`src/spcg_pkg.sv`:
```
package spcg_pkg;
  // packet layout
  localparam int PKT_W = 32;
  localparam int ID_W = 8;
  localparam int DAT_W = 24;
  localparam int BIT_CNT_W = 6;
  localparam logic [5:0] PKT_BITS = 6'h20;
  localparam int FIFO_DEPTH = 32;

  // incoming packet ids
  localparam logic [7:0] ID_CHECKSUM = 8'h00;
  localparam logic [7:0] ID_CONFIG = 8'h01;
  localparam logic [7:0] ID_CONTROL = 8'h02;
  localparam logic [7:0] ID_ALLFRAME = 8'h03;
  localparam logic [7:0] ID_RXLINE = 8'h0f;
  localparam logic [7:0] ID_RXOFF = 8'h10;
  localparam logic [7:0] ID_WARM_LO = 8'h11;
  localparam logic [7:0] ID_WARM_HI = 8'h15;
  localparam logic [7:0] ID_SYNC3200 = 8'h16;
  localparam logic [7:0] ID_SYNC1600 = 8'h17;
  localparam logic [7:0] ID_DATA3200 = 8'h18;
  localparam logic [7:0] ID_DATA1600 = 8'h19;
  localparam logic [7:0] ID_SHUT1 = 8'h1a;
  localparam logic [7:0] ID_SHUT2 = 8'h1b;
  localparam logic [7:0] ID_SPEC_LO = 8'h1c;
  localparam logic [7:0] ID_SPEC_HI = 8'h1f;
  localparam logic [7:0] ID_FRAME_LO = 8'h20;
  localparam logic [7:0] ID_FRAME_HI = 8'h27;
  localparam logic [7:0] ID_ADDR_EN = 8'h78;
  localparam logic [7:0] ID_SLOT_LO = 8'h80;
  localparam logic [7:0] ID_SLOT_HI = 8'h8f;

  // outgoing packet ids
  localparam logic [7:0] OID_BIW = 8'h00;
  localparam logic [7:0] OID_ADDR = 8'h01;
  localparam logic [7:0] OID_MSG_LO = 8'h02;
  localparam logic [7:0] OID_MSG_HI = 8'h57;
  localparam logic [7:0] OID_STATUS = 8'h7f;
  localparam logic [7:0] OID_PART = 8'hff;

  // identity data, value arbitrary
  localparam logic [23:0] PART_DATA = 24'h00a5c3;

  // start-up delay: 1 s at 50 MHz system clock
  localparam longint STARTUP_NS = 64'd1000000000;
  localparam longint CLK_NS = 64'd20;
  localparam longint STARTUP_CYC = STARTUP_NS / CLK_NS;

  // packet classes
  typedef enum logic [3:0] {
    SPCG_C_NONE = 4'h0, SPCG_C_CSUM = 4'h1, SPCG_C_CFG = 4'h2,
    SPCG_C_CTRL = 4'h3, SPCG_C_ALLF = 4'h4, SPCG_C_RXLINE = 4'h5,
    SPCG_C_RXSET = 4'h6, SPCG_C_FRAME = 4'h7, SPCG_C_ADDREN = 4'h8,
    SPCG_C_SLOT = 4'h9, SPCG_C_SPECIAL = 4'ha
  } spcg_class_t;

  // decoded command toward the decoder core
  typedef struct packed {
    spcg_class_t cls;
    logic [3:0] index;   // stage, frame group or slot
    logic [23:0] data;
  } spcg_cmd_t;

  // outgoing packet
  typedef struct packed {
    logic [7:0] id;
    logic [23:0] data;
  } spcg_pkt_t;

  // link states, gray along idle-shift-done-wait
  typedef enum logic [1:0] {
    SPCG_IDLE = 2'b00, SPCG_SHIFT = 2'b01,
    SPCG_DONE = 2'b11, SPCG_HOLD = 2'b10
  } spcg_state_t;
endpackage

```
`src/spcg_fifo.sv`:
```
`timescale 1ns/1ps
`default_nettype none
module spcg_fifo #(
  parameter int WIDTH = 32,
  parameter int DEPTH = 32
) (
  // clock and reset
  input wire logic clk_i,
  input wire logic rst_i,
  input wire logic clear_i,
  // fill side
  input wire logic in_valid_i,
  output logic in_ready_o,
  input wire logic [WIDTH-1:0] in_data_i,
  // drain side
  output logic out_valid_o,
  input wire logic out_ready_i,
  output logic [WIDTH-1:0] out_data_o
);
  localparam int AW = $clog2(DEPTH);
  logic [WIDTH-1:0] mem [DEPTH];
  logic [AW:0] wr_ptr;
  logic [AW:0] rd_ptr;
  wire full = (wr_ptr[AW] != rd_ptr[AW]) && (wr_ptr[AW-1:0] == rd_ptr[AW-1:0]);
  wire empty = (wr_ptr == rd_ptr);
  wire push = in_valid_i && !full;
  wire pop = out_ready_i && !empty;
  assign in_ready_o = !full;
  assign out_valid_o = !empty;
  assign out_data_o = mem[rd_ptr[AW-1:0]];
  // storage
  always_ff @(posedge clk_i) begin
    if (push) begin
      mem[wr_ptr[AW-1:0]] <= in_data_i;
    end
  end
  // pointers
  always_ff @(posedge clk_i) begin
    if (rst_i || clear_i) begin
      wr_ptr <= '0;
      rd_ptr <= '0;
    end else begin
      if (push) wr_ptr <= wr_ptr + 1'b1;
      if (pop) rd_ptr <= rd_ptr + 1'b1;
    end
  end
endmodule
`default_nettype wire

```
`src/spcg_gate.sv`:
```
`timescale 1ns/1ps
`default_nettype none
// Overview of operation
// - ids 00-03 checksum, config, control, allframe
// - ids 0F-15 receiver line, off, warm-up
// - ids 16-1B sync, data, shut-down settings
// - ids 20-27 frame groups, descending
// - id 78 enable, 80-8F address slots
// - outgoing ids biw, address, message, status, part
// - xor data except checksum and special
// - checksum reset to part identity data
// - reset or non-checksum packet closes gate
// - closed gate sends part identity each packet
// - matching checksum packet opens gate
// - open gate ignores checksum packets
// - open gate with data requests transfer
// - open gate with empty buffer sends status packet
// - ready asserted about 1 s after reset
// - ready inactive at packet end, then active if selected or device requests
// - sync entry requests status transfer
// - 32-bit packets, msb first, rising edge
// - ready released after 32 bits clocked
// - 32-entry buffer, overflow stops and clears
// - wait 50000000 cycles before first ready
module spcg_gate #(
  parameter longint STARTUP_CYCLES = spcg_pkg::STARTUP_CYC
) (
  // clock and reset
  input wire logic clk_i,
  input wire logic rst_i,
  // serial link pins
  input wire logic sel_n_i,
  input wire logic sck_i,
  input wire logic mosi_i,
  output logic miso_o,
  output logic ready_n_o,
  // decoded commands toward decoder core
  output spcg_pkg::spcg_cmd_t cmd_o,
  output logic cmd_valid_o,
  // outgoing data from decoder core
  input wire spcg_pkg::spcg_pkt_t data_i,
  input wire logic data_valid_i,
  output logic data_ready_o,
  input wire logic sync_entered_i,
  // state
  output logic tx_enable_o,
  output logic overflow_o
);
  import spcg_pkg::*;

  // ----------------------------------------------------------
  // pin synchronisers
  // ----------------------------------------------------------
  logic [1:0] sck_s;
  logic [1:0] sel_s;
  logic [1:0] mosi_s;
  logic sck_d;
  // two stages per pin, edges found on the second stage only
  always_ff @(posedge clk_i) begin
    sck_s <= {sck_s[0], sck_i};
    sel_s <= {sel_s[0], sel_n_i};
    mosi_s <= {mosi_s[0], mosi_i};
    sck_d <= sck_s[1];
  end
  wire sck_rise = sck_s[1] && !sck_d;
  wire sck_fall = !sck_s[1] && sck_d;
  wire selected = !sel_s[1];

  // ----------------------------------------------------------
  // state and registers
  // ----------------------------------------------------------
  spcg_state_t state;
  spcg_state_t next_state;
  logic [PKT_W-1:0] rx_sr;
  logic [PKT_W-1:0] tx_sr;
  logic [BIT_CNT_W-1:0] bit_cnt;
  logic [DAT_W-1:0] csum;
  logic tx_en;
  logic started;
  logic [31:0] boot_cnt;
  logic sync_pend;
  logic ready_n;
  logic from_fifo;

  // fifo between decoder core and link
  logic fifo_out_valid;
  logic fifo_pop;
  logic fifo_in_ready;
  logic [PKT_W-1:0] fifo_out_data;

  // ----------------------------------------------------------
  // incoming packet decode
  // ----------------------------------------------------------
  wire [ID_W-1:0] rx_id = rx_sr[PKT_W-1:DAT_W];
  wire [DAT_W-1:0] rx_dat = rx_sr[DAT_W-1:0];
  wire pkt_end = (state == SPCG_DONE);
  wire is_csum = (rx_id == ID_CHECKSUM);
  wire is_cfg = (rx_id == ID_CONFIG);
  wire is_ctrl = (rx_id == ID_CONTROL);
  wire is_allf = (rx_id == ID_ALLFRAME);
  wire is_rxline = (rx_id == ID_RXLINE);
  wire is_rxoff = (rx_id == ID_RXOFF);
  wire is_warm = (rx_id >= ID_WARM_LO) && (rx_id <= ID_WARM_HI);
  wire is_rxrate = (rx_id >= ID_SYNC3200) && (rx_id <= ID_DATA1600);
  wire is_shut = (rx_id == ID_SHUT1) || (rx_id == ID_SHUT2);
  wire is_rxset = is_rxoff || is_warm || is_rxrate || is_shut;
  // frame groups, id 20 is the top group
  wire is_frame = (rx_id >= ID_FRAME_LO) && (rx_id <= ID_FRAME_HI);
  wire [3:0] frame_grp = 4'(ID_FRAME_HI - rx_id);
  wire is_addren = (rx_id == ID_ADDR_EN);
  wire is_slot = (rx_id >= ID_SLOT_LO) && (rx_id <= ID_SLOT_HI);
  // special packets stay out of the checksum
  wire is_spec = (rx_id >= ID_SPEC_LO) && (rx_id <= ID_SPEC_HI);
  wire [3:0] rx_index = is_frame ? frame_grp :
                        is_rxset ? 4'(rx_id - ID_RXOFF) : rx_id[3:0];
  spcg_class_t rx_cls;
  always_comb begin
    rx_cls = SPCG_C_NONE;
    if (is_csum) rx_cls = SPCG_C_CSUM;
    else if (is_cfg) rx_cls = SPCG_C_CFG;
    else if (is_ctrl) rx_cls = SPCG_C_CTRL;
    else if (is_allf) rx_cls = SPCG_C_ALLF;
    else if (is_rxline) rx_cls = SPCG_C_RXLINE;
    else if (is_rxset) rx_cls = SPCG_C_RXSET;
    else if (is_frame) rx_cls = SPCG_C_FRAME;
    else if (is_addren) rx_cls = SPCG_C_ADDREN;
    else if (is_slot) rx_cls = SPCG_C_SLOT;
    else if (is_spec) rx_cls = SPCG_C_SPECIAL;
  end
  // reserved ids from the host decode as no command

  // ----------------------------------------------------------
  // outgoing packet select
  // ----------------------------------------------------------
  wire [PKT_W-1:0] part_pkt = {OID_PART, PART_DATA};
  // status built on demand, carries gate and sync state
  wire [PKT_W-1:0] stat_pkt = {OID_STATUS, 21'h0, overflow_o, sync_pend,
                               tx_en};
  // outgoing ids come with the packet or from constants
  // closed gate always sends part identity
  wire [PKT_W-1:0] tx_load = !tx_en ? part_pkt :
                             fifo_out_valid ? fifo_out_data : stat_pkt;
  wire load_fifo = tx_en && fifo_out_valid;

  // ----------------------------------------------------------
  // link state machine
  // ----------------------------------------------------------
  wire boot_done = (boot_cnt >= 32'(STARTUP_CYCLES));
  // a frame opens on its first link clock rise, not on select alone:
  // select still reads low for a few cycles after the host lets go,
  // and a frame must not open on that stale level
  wire first_rise = (state == SPCG_IDLE) && selected && started && sck_rise;
  // bits move in on rises of an open frame, out on its falls only;
  // the last fall of a frame lands in idle and is dropped there
  wire shift_in = sck_rise && ((state == SPCG_SHIFT) || first_rise);
  wire shift_out = sck_fall && (state == SPCG_SHIFT);
  // idle keeps the outgoing word fresh until the frame opens
  wire tx_reload = (state == SPCG_IDLE) && !first_rise;
  // shift full packet on rising edges
  always_comb begin
    next_state = state;
    unique case (state)
      SPCG_IDLE: if (first_rise) next_state = SPCG_SHIFT;
      SPCG_SHIFT: if (sck_rise && bit_cnt == PKT_BITS - 6'h1)
        next_state = SPCG_DONE;
      SPCG_DONE: next_state = SPCG_HOLD;
      SPCG_HOLD: next_state = SPCG_IDLE;
    endcase
  end

  always_ff @(posedge clk_i) begin
    if (rst_i) state <= SPCG_IDLE;
    else state <= next_state;
  end

  // shift registers and bit count
  always_ff @(posedge clk_i) begin
    if (rst_i || tx_reload) begin
      bit_cnt <= '0;
      rx_sr <= '0;
      tx_sr <= tx_load;
      from_fifo <= load_fifo;
    end else if (shift_in) begin
      bit_cnt <= bit_cnt + 6'h1;
      rx_sr <= {rx_sr[PKT_W-2:0], mosi_s[1]};
    end else if (shift_out) begin
      tx_sr <= {tx_sr[PKT_W-2:0], 1'b0};
    end
  end
  // buffered packet leaves the fifo once sent
  assign fifo_pop = pkt_end && from_fifo;

  // ----------------------------------------------------------
  // checksum gate
  // ----------------------------------------------------------
  // gate and sum move only at packet end; a checksum packet never
  // folds into the sum, whatever the gate state
  always_ff @(posedge clk_i) begin
    if (rst_i) begin
      csum <= PART_DATA;
      tx_en <= 1'b0;
    end else if (pkt_end) begin
      if (is_csum) begin
        if (!tx_en && rx_dat == csum) tx_en <= 1'b1;
      end else begin
        // any other packet closes the gate
        tx_en <= 1'b0;
        if (!is_spec) csum <= csum ^ rx_dat;
      end
    end
  end

  // ----------------------------------------------------------
  // start-up delay and ready line
  // ----------------------------------------------------------
  // count the start-up delay
  always_ff @(posedge clk_i) begin
    if (rst_i) begin
      boot_cnt <= '0;
      started <= 1'b0;
    end else if (!started) begin
      boot_cnt <= boot_cnt + 32'h1;
      started <= boot_done;
    end
  end

  // remember a sync entry until reported
  always_ff @(posedge clk_i) begin
    if (rst_i) sync_pend <= 1'b0;
    else if (sync_entered_i) sync_pend <= 1'b1;
    else if (pkt_end && tx_en && !from_fifo) sync_pend <= 1'b0;
  end

  // ready: first after delay, device requests
  // limitation: ready may dip for a cycle or two after a deselect,
  // while the select synchroniser still shows the old level
  wire dev_req = !tx_en || fifo_out_valid || sync_pend;
  always_comb begin
    ready_n = 1'b1;
    if (started && state == SPCG_IDLE && (selected || dev_req))
      ready_n = 1'b0;
    else if (state == SPCG_SHIFT)
      ready_n = 1'b0;
    // done and hold states keep ready inactive
  end

  // ----------------------------------------------------------
  // transmit buffer
  // ----------------------------------------------------------
  // 32 entries, overflow clears and halts
  // a push into a full buffer drops it all and blocks pushes until reset
  logic ovf;
  always_ff @(posedge clk_i) begin
    if (rst_i) ovf <= 1'b0;
    else if (data_valid_i && !fifo_in_ready) ovf <= 1'b1;
  end

  spcg_fifo #(.WIDTH(PKT_W), .DEPTH(FIFO_DEPTH)) u_fifo (
    .clk_i(clk_i),
    .rst_i(rst_i),
    .clear_i(data_valid_i && !fifo_in_ready),
    .in_valid_i(data_valid_i && !ovf),
    .in_ready_o(fifo_in_ready),
    .in_data_i(data_i),
    .out_valid_o(fifo_out_valid),
    .out_ready_i(fifo_pop),
    .out_data_o(fifo_out_data)
  );

  // ----------------------------------------------------------
  // registered outputs
  // ----------------------------------------------------------
  // commands issue regardless of gate state
  always_ff @(posedge clk_i) begin
    if (rst_i) begin
      cmd_o <= '0;
      cmd_valid_o <= 1'b0;
      ready_n_o <= 1'b1;
      miso_o <= 1'b0;
      tx_enable_o <= 1'b0;
      overflow_o <= 1'b0;
      data_ready_o <= 1'b0;
    end else begin
      cmd_valid_o <= pkt_end && (rx_cls != SPCG_C_NONE)
                     && (rx_cls != SPCG_C_SPECIAL);
      // command word stands until the next packet ends
      if (pkt_end) cmd_o <= '{cls: rx_cls, index: rx_index, data: rx_dat};
      ready_n_o <= ready_n;
      // next bit leaves in the cycle of the shift, a cycle ahead of the
      // host's next rise even at the slowest edge detection
      miso_o <= shift_out ? tx_sr[PKT_W-2] : tx_sr[PKT_W-1];
      tx_enable_o <= tx_en;
      overflow_o <= ovf;
      data_ready_o <= fifo_in_ready && !ovf;
    end
  end
endmodule
`default_nettype wire

```
`config.mk`:
```
export PLATFORM = sky130hd
export DESIGN_NAME = spcg_gate
export DESIGN_NICKNAME = d
export VERILOG_FILES = /design/src/spcg_pkg.sv /design/src/spcg_fifo.sv /design/src/spcg_gate.sv
export SDC_FILE = /design/constraint.sdc
export NUM_CORES = 1
export LEC_CHECK = 0
export BUFFER_PORTS_ARGS = -buffer_cell sky130_fd_sc_hd__buf_4
export CAP_MARGIN = 20
export CORE_ASPECT_RATIO = 1.75
export CORE_MARGIN = 4
export CORE_UTILIZATION = 28
export DETAILED_ROUTE_END_ITERATION = 8
export GPL_ROUTABILITY_DRIVEN = 1
export MAX_ROUTING_LAYER = met4
export PLACE_DENSITY_LB_ADDON = 0.2
export SLEW_MARGIN = 10
export SYNTH_ARGS = -nofsm -noshare
export SYNTH_HDL_FRONTEND = slang
export SYNTH_SLANG_ARGS = --single-unit
```
`constraint.sdc`:
```
create_clock -name clk_i -period 3.95 [get_ports clk_i]
set_input_delay 0.1975 -clock clk_i [delete_from_list [all_inputs] [get_ports clk_i]]
set_output_delay 0.1975 -clock clk_i [all_outputs]
set_load 0.02 [all_outputs]
```
==> results of run 1 <==
-- metal layers --
metal  track usage  share of wire  vias up
li1              -              -    10695
met1        0.1649           0.37    13317
met2        0.3073           0.58      584
met3       0.01793          0.033      144
met4       0.04225          0.023        0
met5             -              0        -
-- timing repair --
action,in CTS,in global routing
hold endpoints to repair,1062,0
resized for setup,0,0
hold buffers,40,0
-- cells in the mapped netlist (6+ instances only) --
master / n / area, sq um
clkbuf_1: 67 / 251.5
nor4_1: 8 / 50.05
buf_2: 31 / 155.2
a22oi_1: 15 / 112.6
nand3_1: 32 / 160.2
nor3_1: 12 / 60.06
and3_1: 22 / 137.6
nand2_1: 212 / 795.8
mux2i_1: 63 / 630.6
a221oi_2: 23 / 345.3
o21ai_0: 24 / 120.1
or3_1: 11 / 68.82
inv_1: 17 / 63.81
a21oi_1: 98 / 490.5
ha_1: 8 / 100.1
buf_1: 9 / 33.78
xnor2_1: 25 / 219.0
nor2b_1: 7 / 43.79
dfxtp_1: 162 / 3243
o21ai_1: 7 / 35.03
a22o_1: 37 / 324.1
mux4_2: 229 / 5157
a31oi_1: 12 / 75.07
o221ai_1: 19 / 166.4
edfxtp_1: 1057 / 31740
buf_6: 14 / 157.7
a221oi_1: 32 / 280.3
nand4_1: 22 / 137.6
buf_4: 11 / 82.58
xor2_1: 66 / 578.1
nor2_1: 135 / 506.7
and4_1: 6 / 52.55
-- logic make-up (layout without fill, tap and decap cells) --
kind of cell | after synthesis | count (layout) | synth area share
flip-flops | 1219 | 1219 | 0.7419
AND/OR/NAND/NOR | 503 | 503 | 0.04888
AO/OA/AOI/OAI | 304 | 304 | 0.04787
multiplexers | 293 | 293 | 0.1230
buffers and inverters | 160 | 451 | 0.01934
XOR/XNOR | 91 | 91 | 0.01690
adder cells (fa/ha/maj) | 8 | 8 | 0.002123
other | 0 | 3 | 0
-- flip-flops by register name (all words and copies together), names as in the netlist, 6 cells and up, named ones only --
name / count
cmd_o: 32
u_fifo.wr_ptr: 6
u_fifo.rd_ptr: 6
bit_cnt: 6
tx_sr: 32
u_fifo.mem: 1024
rx_sr: 32
boot_cnt: 32
csum: 24
-- worst max-delay path: cells and delay by family, from the launching register on --
family	cells	cell delay, ns
buffers and inverters	1	0.25
AOI/OAI and AO/OA	2	0.86
and+or+nand+nor	1	0.97
DFF	1	0.74
-- final timing paths --
| path | from | to | slack (ns) | cells past startpoint |
|---|---|---|---|---|
| worst max-delay path | flip-flop | tx_sr[30] | 0.80 | 4 |
| worst min-delay path | sel_n_i | sel_s[0] | 0.11 | 2 |
| worst max register to register | flip-flop | tx_sr[30] | 0.80 | 4 |
| worst min register to register | mosi_s[0] | mosi_s[1] | 0.34 | 0 |
-- final cells by class --
type                    count  area [sq um]
clock buffers             128          2968
repair buffers            219          1994
inverters                  19         71.32
diodes                      3         7.507
flip-flops and latches   1219         34990
well taps                2211          2766
fillers                 16146        112700
clock inverters            85         755.7
multi-input cells        1199         11530
-- through the flow --
| step | util | instance area, sq um | hold slack (ns) | std cells |
|---|---|---|---|---|
| 2_1_floorplan | - | 47150 | 0.2252 | 2578 |
| 3_3_place_gp | 0.3037 | 50960 | 0.3032 | 4827 |
| 3_5_place_dp | 0.3037 | 50960 | 0.3055 | 4827 |
| 4_1_cts | 0.3282 | 55090 | 0.05351 | 5080 |
| 5_1_grt | 0.3283 | 55090 | 0.07977 | 5083 |
| 6_report | 0.3283 | 55090 | 0.1136 | 5083 |
-- power by group through the flow --
| stage | clock network, W | registers (W) | logic (W) |
|---|---|---|---|
| final | 0.0111 | 0.0141 | 0.000525 |
| after CTS | 0.0114 | 0.0141 | 0.000543 |
| after detailed placement | 0 | 0.0143 | 0.000508 |
| after global placement | 0 | 0.0143 | 0.000492 |
| after floorplan | 0 | 0.0143 | 0.000150 |
| after global routing | 0.0119 | 0.0141 | 0.000563 |
==> impl_metrics.env, run 1 <==
export IMPL_run_status="complete, no violations"
export IMPL_die_x_microns=318.2
export IMPL_vdd_ir_drop_max_v=0.0003248
export IMPL_clkPwrFrac=0.431
export IMPL_yosys_warnings=0
export IMPL_cp_arrival_ns=3.61
export IMPL_hold_viol_final=0
export IMPL_die_area_sq_um=175300
export IMPL_sw_frac_of_total=0.2063
export IMPL_grt_pass1_vias=26239
export IMPL_io_buffers=76
export IMPL_layout_commonest_cell="edfxtp_1"
export IMPL_synth_edff_count=1057
export IMPL_pin_count=77
export IMPL_fin_total_pwr_w=0.02566
export IMPL_period_needed_ns=3.153
export IMPL_fp_dieH_microns=550.9
export IMPL_ys_flop_type="edfxtp_1"
export IMPL_worst_slack_ns=0.7975
export IMPL_dp_hpwl_microns=87370
export IMPL_cts_root_buf="clkbuf_16"
export IMPL_power_leakage_nw=16.98
export IMPL_syn_area_per_cell_sq_um=18.29
export IMPL_p_sw_w=0.005295
export IMPL_dr_total_vias=24740
export IMPL_initial_core_util=0.2810
export IMPL_syn_area_sq_um=47150
export IMPL_routabilityCongestion=0.7644
export IMPL_cp_required_ns=4.40
export IMPL_clk_latency_ns=0.74
export IMPL_skew_ns=0.03079
export IMPL_antenna_found_initial=4
export IMPL_max_freq_mhz=317.2
export IMPL_intPower_w=0.02037
export IMPL_share_seq_of_total_power=0.548
export IMPL_slowest_stage="and2_2"
export IMPL_slew_headroom=0.2943
export IMPL_cts_buffers=113
export IMPL_drt_initial_drc_count=1810
export IMPL_fin_crit_sh=0.7981
export IMPL_clk_pin_slew_worst_paths_ns=0.07
export IMPL_nets=2818
export IMPL_p_per_area_nw_per_um2=465.8
export IMPL_wirelength_microns=135600
export IMPL_drc_errors=0
export IMPL_clock_sinks=1219
export IMPL_min_path_type="in -> reg"
export IMPL_design_core_area_sq_um=167800
export IMPL_syn_inst=2578
export IMPL_crit_type="reg -> reg"
export IMPL_cp_max_fo=33
export IMPL_final_setup_viol_count=0
export IMPL_vias_per_cell=4.867
export IMPL_syn_nets=2625
export IMPL_critPathMaxStageDelay_ns=0.97
export IMPL_dp_slack_ns=0.7288
export IMPL_first_pass_iters=5
export IMPL_routedWlPerCell_microns=26.68
export IMPL_p_comb_frac=0.020
export IMPL_grt_ovfl_total=0
export IMPL_cts_buffer_depth=3
export IMPL_fin_setup_tns_ns=0
export IMPL_slew_violations=0
export IMPL_end_kind="flip-flop"
export IMPL_rsz0062_at_grt="false"
export IMPL_grt_max_degree=64
export IMPL_yosysSeqAreaShare=0.7419
export IMPL_cts_max_level=3
export IMPL_synth_seq_cells=1219
export IMPL_layout_drive_gt1_share=0.2290
export IMPL_ys_async_sr_fraction=0
export IMPL_cts_tree="yes"
export IMPL_grt_pass1_wl_microns=194200
export IMPL_rows=199
export IMPL_cap_viol_max_count=0
export IMPL_final_cell_mix="1057 x edfxtp_1, 229 x mux4_2, 211 x nand2_1"
export IMPL_worst_pin_slew_ns=1.059
export IMPL_post_cts_buffers=0
export IMPL_cpMostUsedCell="a221oi_1"
export IMPL_crit_path_start_kind="flip-flop"
export IMPL_worstPathCellList="and2_2 > a221oi_1 > buf_4 > a221oi_1"
export IMPL_grt_util_all_layers=0.1568
export IMPL_synthToLayoutAreaGrowth_pct=16.84
export IMPL_drtAntennaViolNets=0
export IMPL_ys_types=74
Note: power is estimated with default switching activity, not from simulation.
==> inputs of run 2 (changes only) <==
Clock period 3.95 ns to 2.8 ns, I/O delays scaled along.
==> run 2 against run 1 <==
Against the previous run:
- die area unchanged
- utilization up 0.59 points
- routed wire length up 1.5%
- total power up 39%
- register-to-register slack worse by 0.52 ns
- fmax up 25%
- sequential cell count unchanged
- cell count up 1.4%
- combinational power up 35%
- critical endpoint unchanged
==> impl_metrics.env, run 2 (synthesis results as in run 1) <==
export IMPL_run_status="complete, no violations"
export IMPL_cts_root_buf="clkbuf_16"
export IMPL_cts_max_level=3
export IMPL_cp_required_ns=3.25
export IMPL_routedWlPerCell_microns=26.69
export IMPL_power_leakage_nw=17.46
export IMPL_design_core_area_sq_um=167800
export IMPL_critPathBufInv=1
export IMPL_slowest_stage="dfxtp_4"
export IMPL_rows=199
export IMPL_max_freq_mhz=395.9
export IMPL_rsz0062_at_grt="false"
export IMPL_grt_pass1_wl_microns=196500
export IMPL_pin_count=77
export IMPL_cts_buffers=110
export IMPL_drt_initial_drc_count=2077
export IMPL_vdd_ir_drop_max_v=0.0005494
export IMPL_die_x_microns=318.2
export IMPL_critPathMaxStageDelay_ns=0.60
export IMPL_cp_arrival_ns=2.98
export IMPL_layout_commonest_cell="edfxtp_1"
export IMPL_routabilityCongestion=0.7528
export IMPL_min_path_type="in -> reg"
export IMPL_fin_crit_sh=0.9021
export IMPL_vias_per_cell=4.854
export IMPL_cap_viol_max_count=0
export IMPL_clk_latency_ns=0.73
export IMPL_slew_headroom=0.3199
export IMPL_final_cell_mix="1057 x edfxtp_1, 229 x mux4_2, 211 x nand2_1"
export IMPL_worst_pin_slew_ns=1.018
export IMPL_first_pass_iters=7
export IMPL_layout_drive_gt1_share=0.2509
export IMPL_dp_hpwl_microns=86050
export IMPL_grt_max_degree=54
export IMPL_skew_ns=0.03730
export IMPL_intPower_w=0.02842
export IMPL_share_seq_of_total_power=0.555
export IMPL_fp_dieH_microns=550.9
export IMPL_hold_viol_final=0
export IMPL_p_comb_frac=0.020
export IMPL_clkPwrFrac=0.425
export IMPL_routed_top_layer="met4"
export IMPL_io_buffers=76
export IMPL_initial_core_util=0.2810
export IMPL_worstPathCellList="buf_4 > mux4_2 > a22o_1 > a221oi_1 > a221oi_1"
export IMPL_cts_buffer_depth=3
export IMPL_clk_pin_slew_worst_paths_ns=0.07
export IMPL_path_delay_family="compound AO/OA/AOI/OAI gates"
export IMPL_drtAntennaViolNets=0
export IMPL_grt_pass1_vias=26151
export IMPL_grt_util_all_layers=0.1594
export IMPL_wirelength_microns=137600
export IMPL_wl_met2_microns=78050
export IMPL_die_area_sq_um=175300
export IMPL_period_needed_ns=2.526
export IMPL_dr_total_vias=25025
export IMPL_cpMostUsedCell="a221oi_1"
export IMPL_cts_tree="yes"
export IMPL_met3_length_microns=4865
export IMPL_antenna_found_initial=8
export IMPL_final_setup_viol_count=0
export IMPL_p_per_area_nw_per_um2=637.5
export IMPL_fin_setup_tns_ns=0
export IMPL_slew_violations=0
export IMPL_grt_ovfl_total=0
export IMPL_nets=2892
export IMPL_largest_register_ffs=1024
export IMPL_fin_total_pwr_w=0.03575
export IMPL_clock_sinks=1219
export IMPL_end_kind="flip-flop"
export IMPL_sw_frac_of_total=0.2049
export IMPL_p_sw_w=0.007326
export IMPL_drt_met1_wl_microns=51550
export IMPL_crit_path_start_kind="flip-flop"
export IMPL_drc_errors=0
export IMPL_cp_max_fo=13
export IMPL_holdWs_ns=0.05868
export IMPL_synthToLayoutAreaGrowth_pct=18.92
export IMPL_crit_type="reg -> reg"
[run 2: changes by cell type in the layout (fill, tap and decap cells not counted), sizes merged]
| cell | before | now |
|---|---|---|
| buf | 179 | 256 |
| bufinv | 12 | 8 |
| clkbuf | 128 | 146 |
| clkinv | 58 | 40 |
| clkinvlp | 6 | 5 |
| diode | 3 | 7 |
| inv | 28 | 25 |
[run 2: power by group through the flow]
stage / clock network, W / registers [W] / logic [W]
6_report: 0.0152 / 0.0198 / 0.000711
5_1_grt: 0.0164 / 0.0198 / 0.000772
4_1_cts: 0.0156 / 0.0198 / 0.000732
3_5_place_dp: 0 / 0.0202 / 0.000674
3_3_place_gp: 0 / 0.0202 / 0.000648
2_1_floorplan: 0 / 0.0202 / 0.000212
[run 2: metal layers]
layer,GRT usage,vias up
met5,-,-
met4,0.03999,0
met3,0.02006,179
met2,0.3058,570
met1,0.1737,13428
li1,-,10848
[run 2: final cells by class]
cell class | instances | area (sq um)
fillers | 16027 | 111700
flip-flops and latches | 1219 | 34990
multi-input cells | 1199 | 11530
repair buffers | 296 | 3073
clock buffers | 146 | 3034
well taps | 2211 | 2766
clock inverters | 59 | 584.3
inverters | 19 | 71.32
diodes | 7 | 17.52
[run 2: worst paths after layout]
check	start	to	slack (ns)	cells past startpoint
worst max-delay path	flip-flop	tx_sr[30]	0.27	5
worst min-delay path	mosi_i	mosi_s[0]	0.06	2
worst max register to register	flip-flop	tx_sr[30]	0.27	5
worst min register to register	mosi_s[0]	mosi_s[1]	0.34	0
[run 2: what timing repair did]
action,in CTS,in global routing
endpoints found under the hold margin,1059,0
gates resized for setup,0,0
buffers inserted,0,0
hold buffers,40,0
[run 2: per-stage QoR]
step                instance area, sq um  utilization  setup slack, ns  instances
floorplan                          47150            -          -0.2640       2578
global placement                   52040       0.3101           0.1672       4904
detailed placement                 52040       0.3101           0.1864       4904
CTS                                56060       0.3340           0.2036       5149
global route                       56080       0.3341           0.1724       5156
finish                             56080       0.3341           0.2740       5156
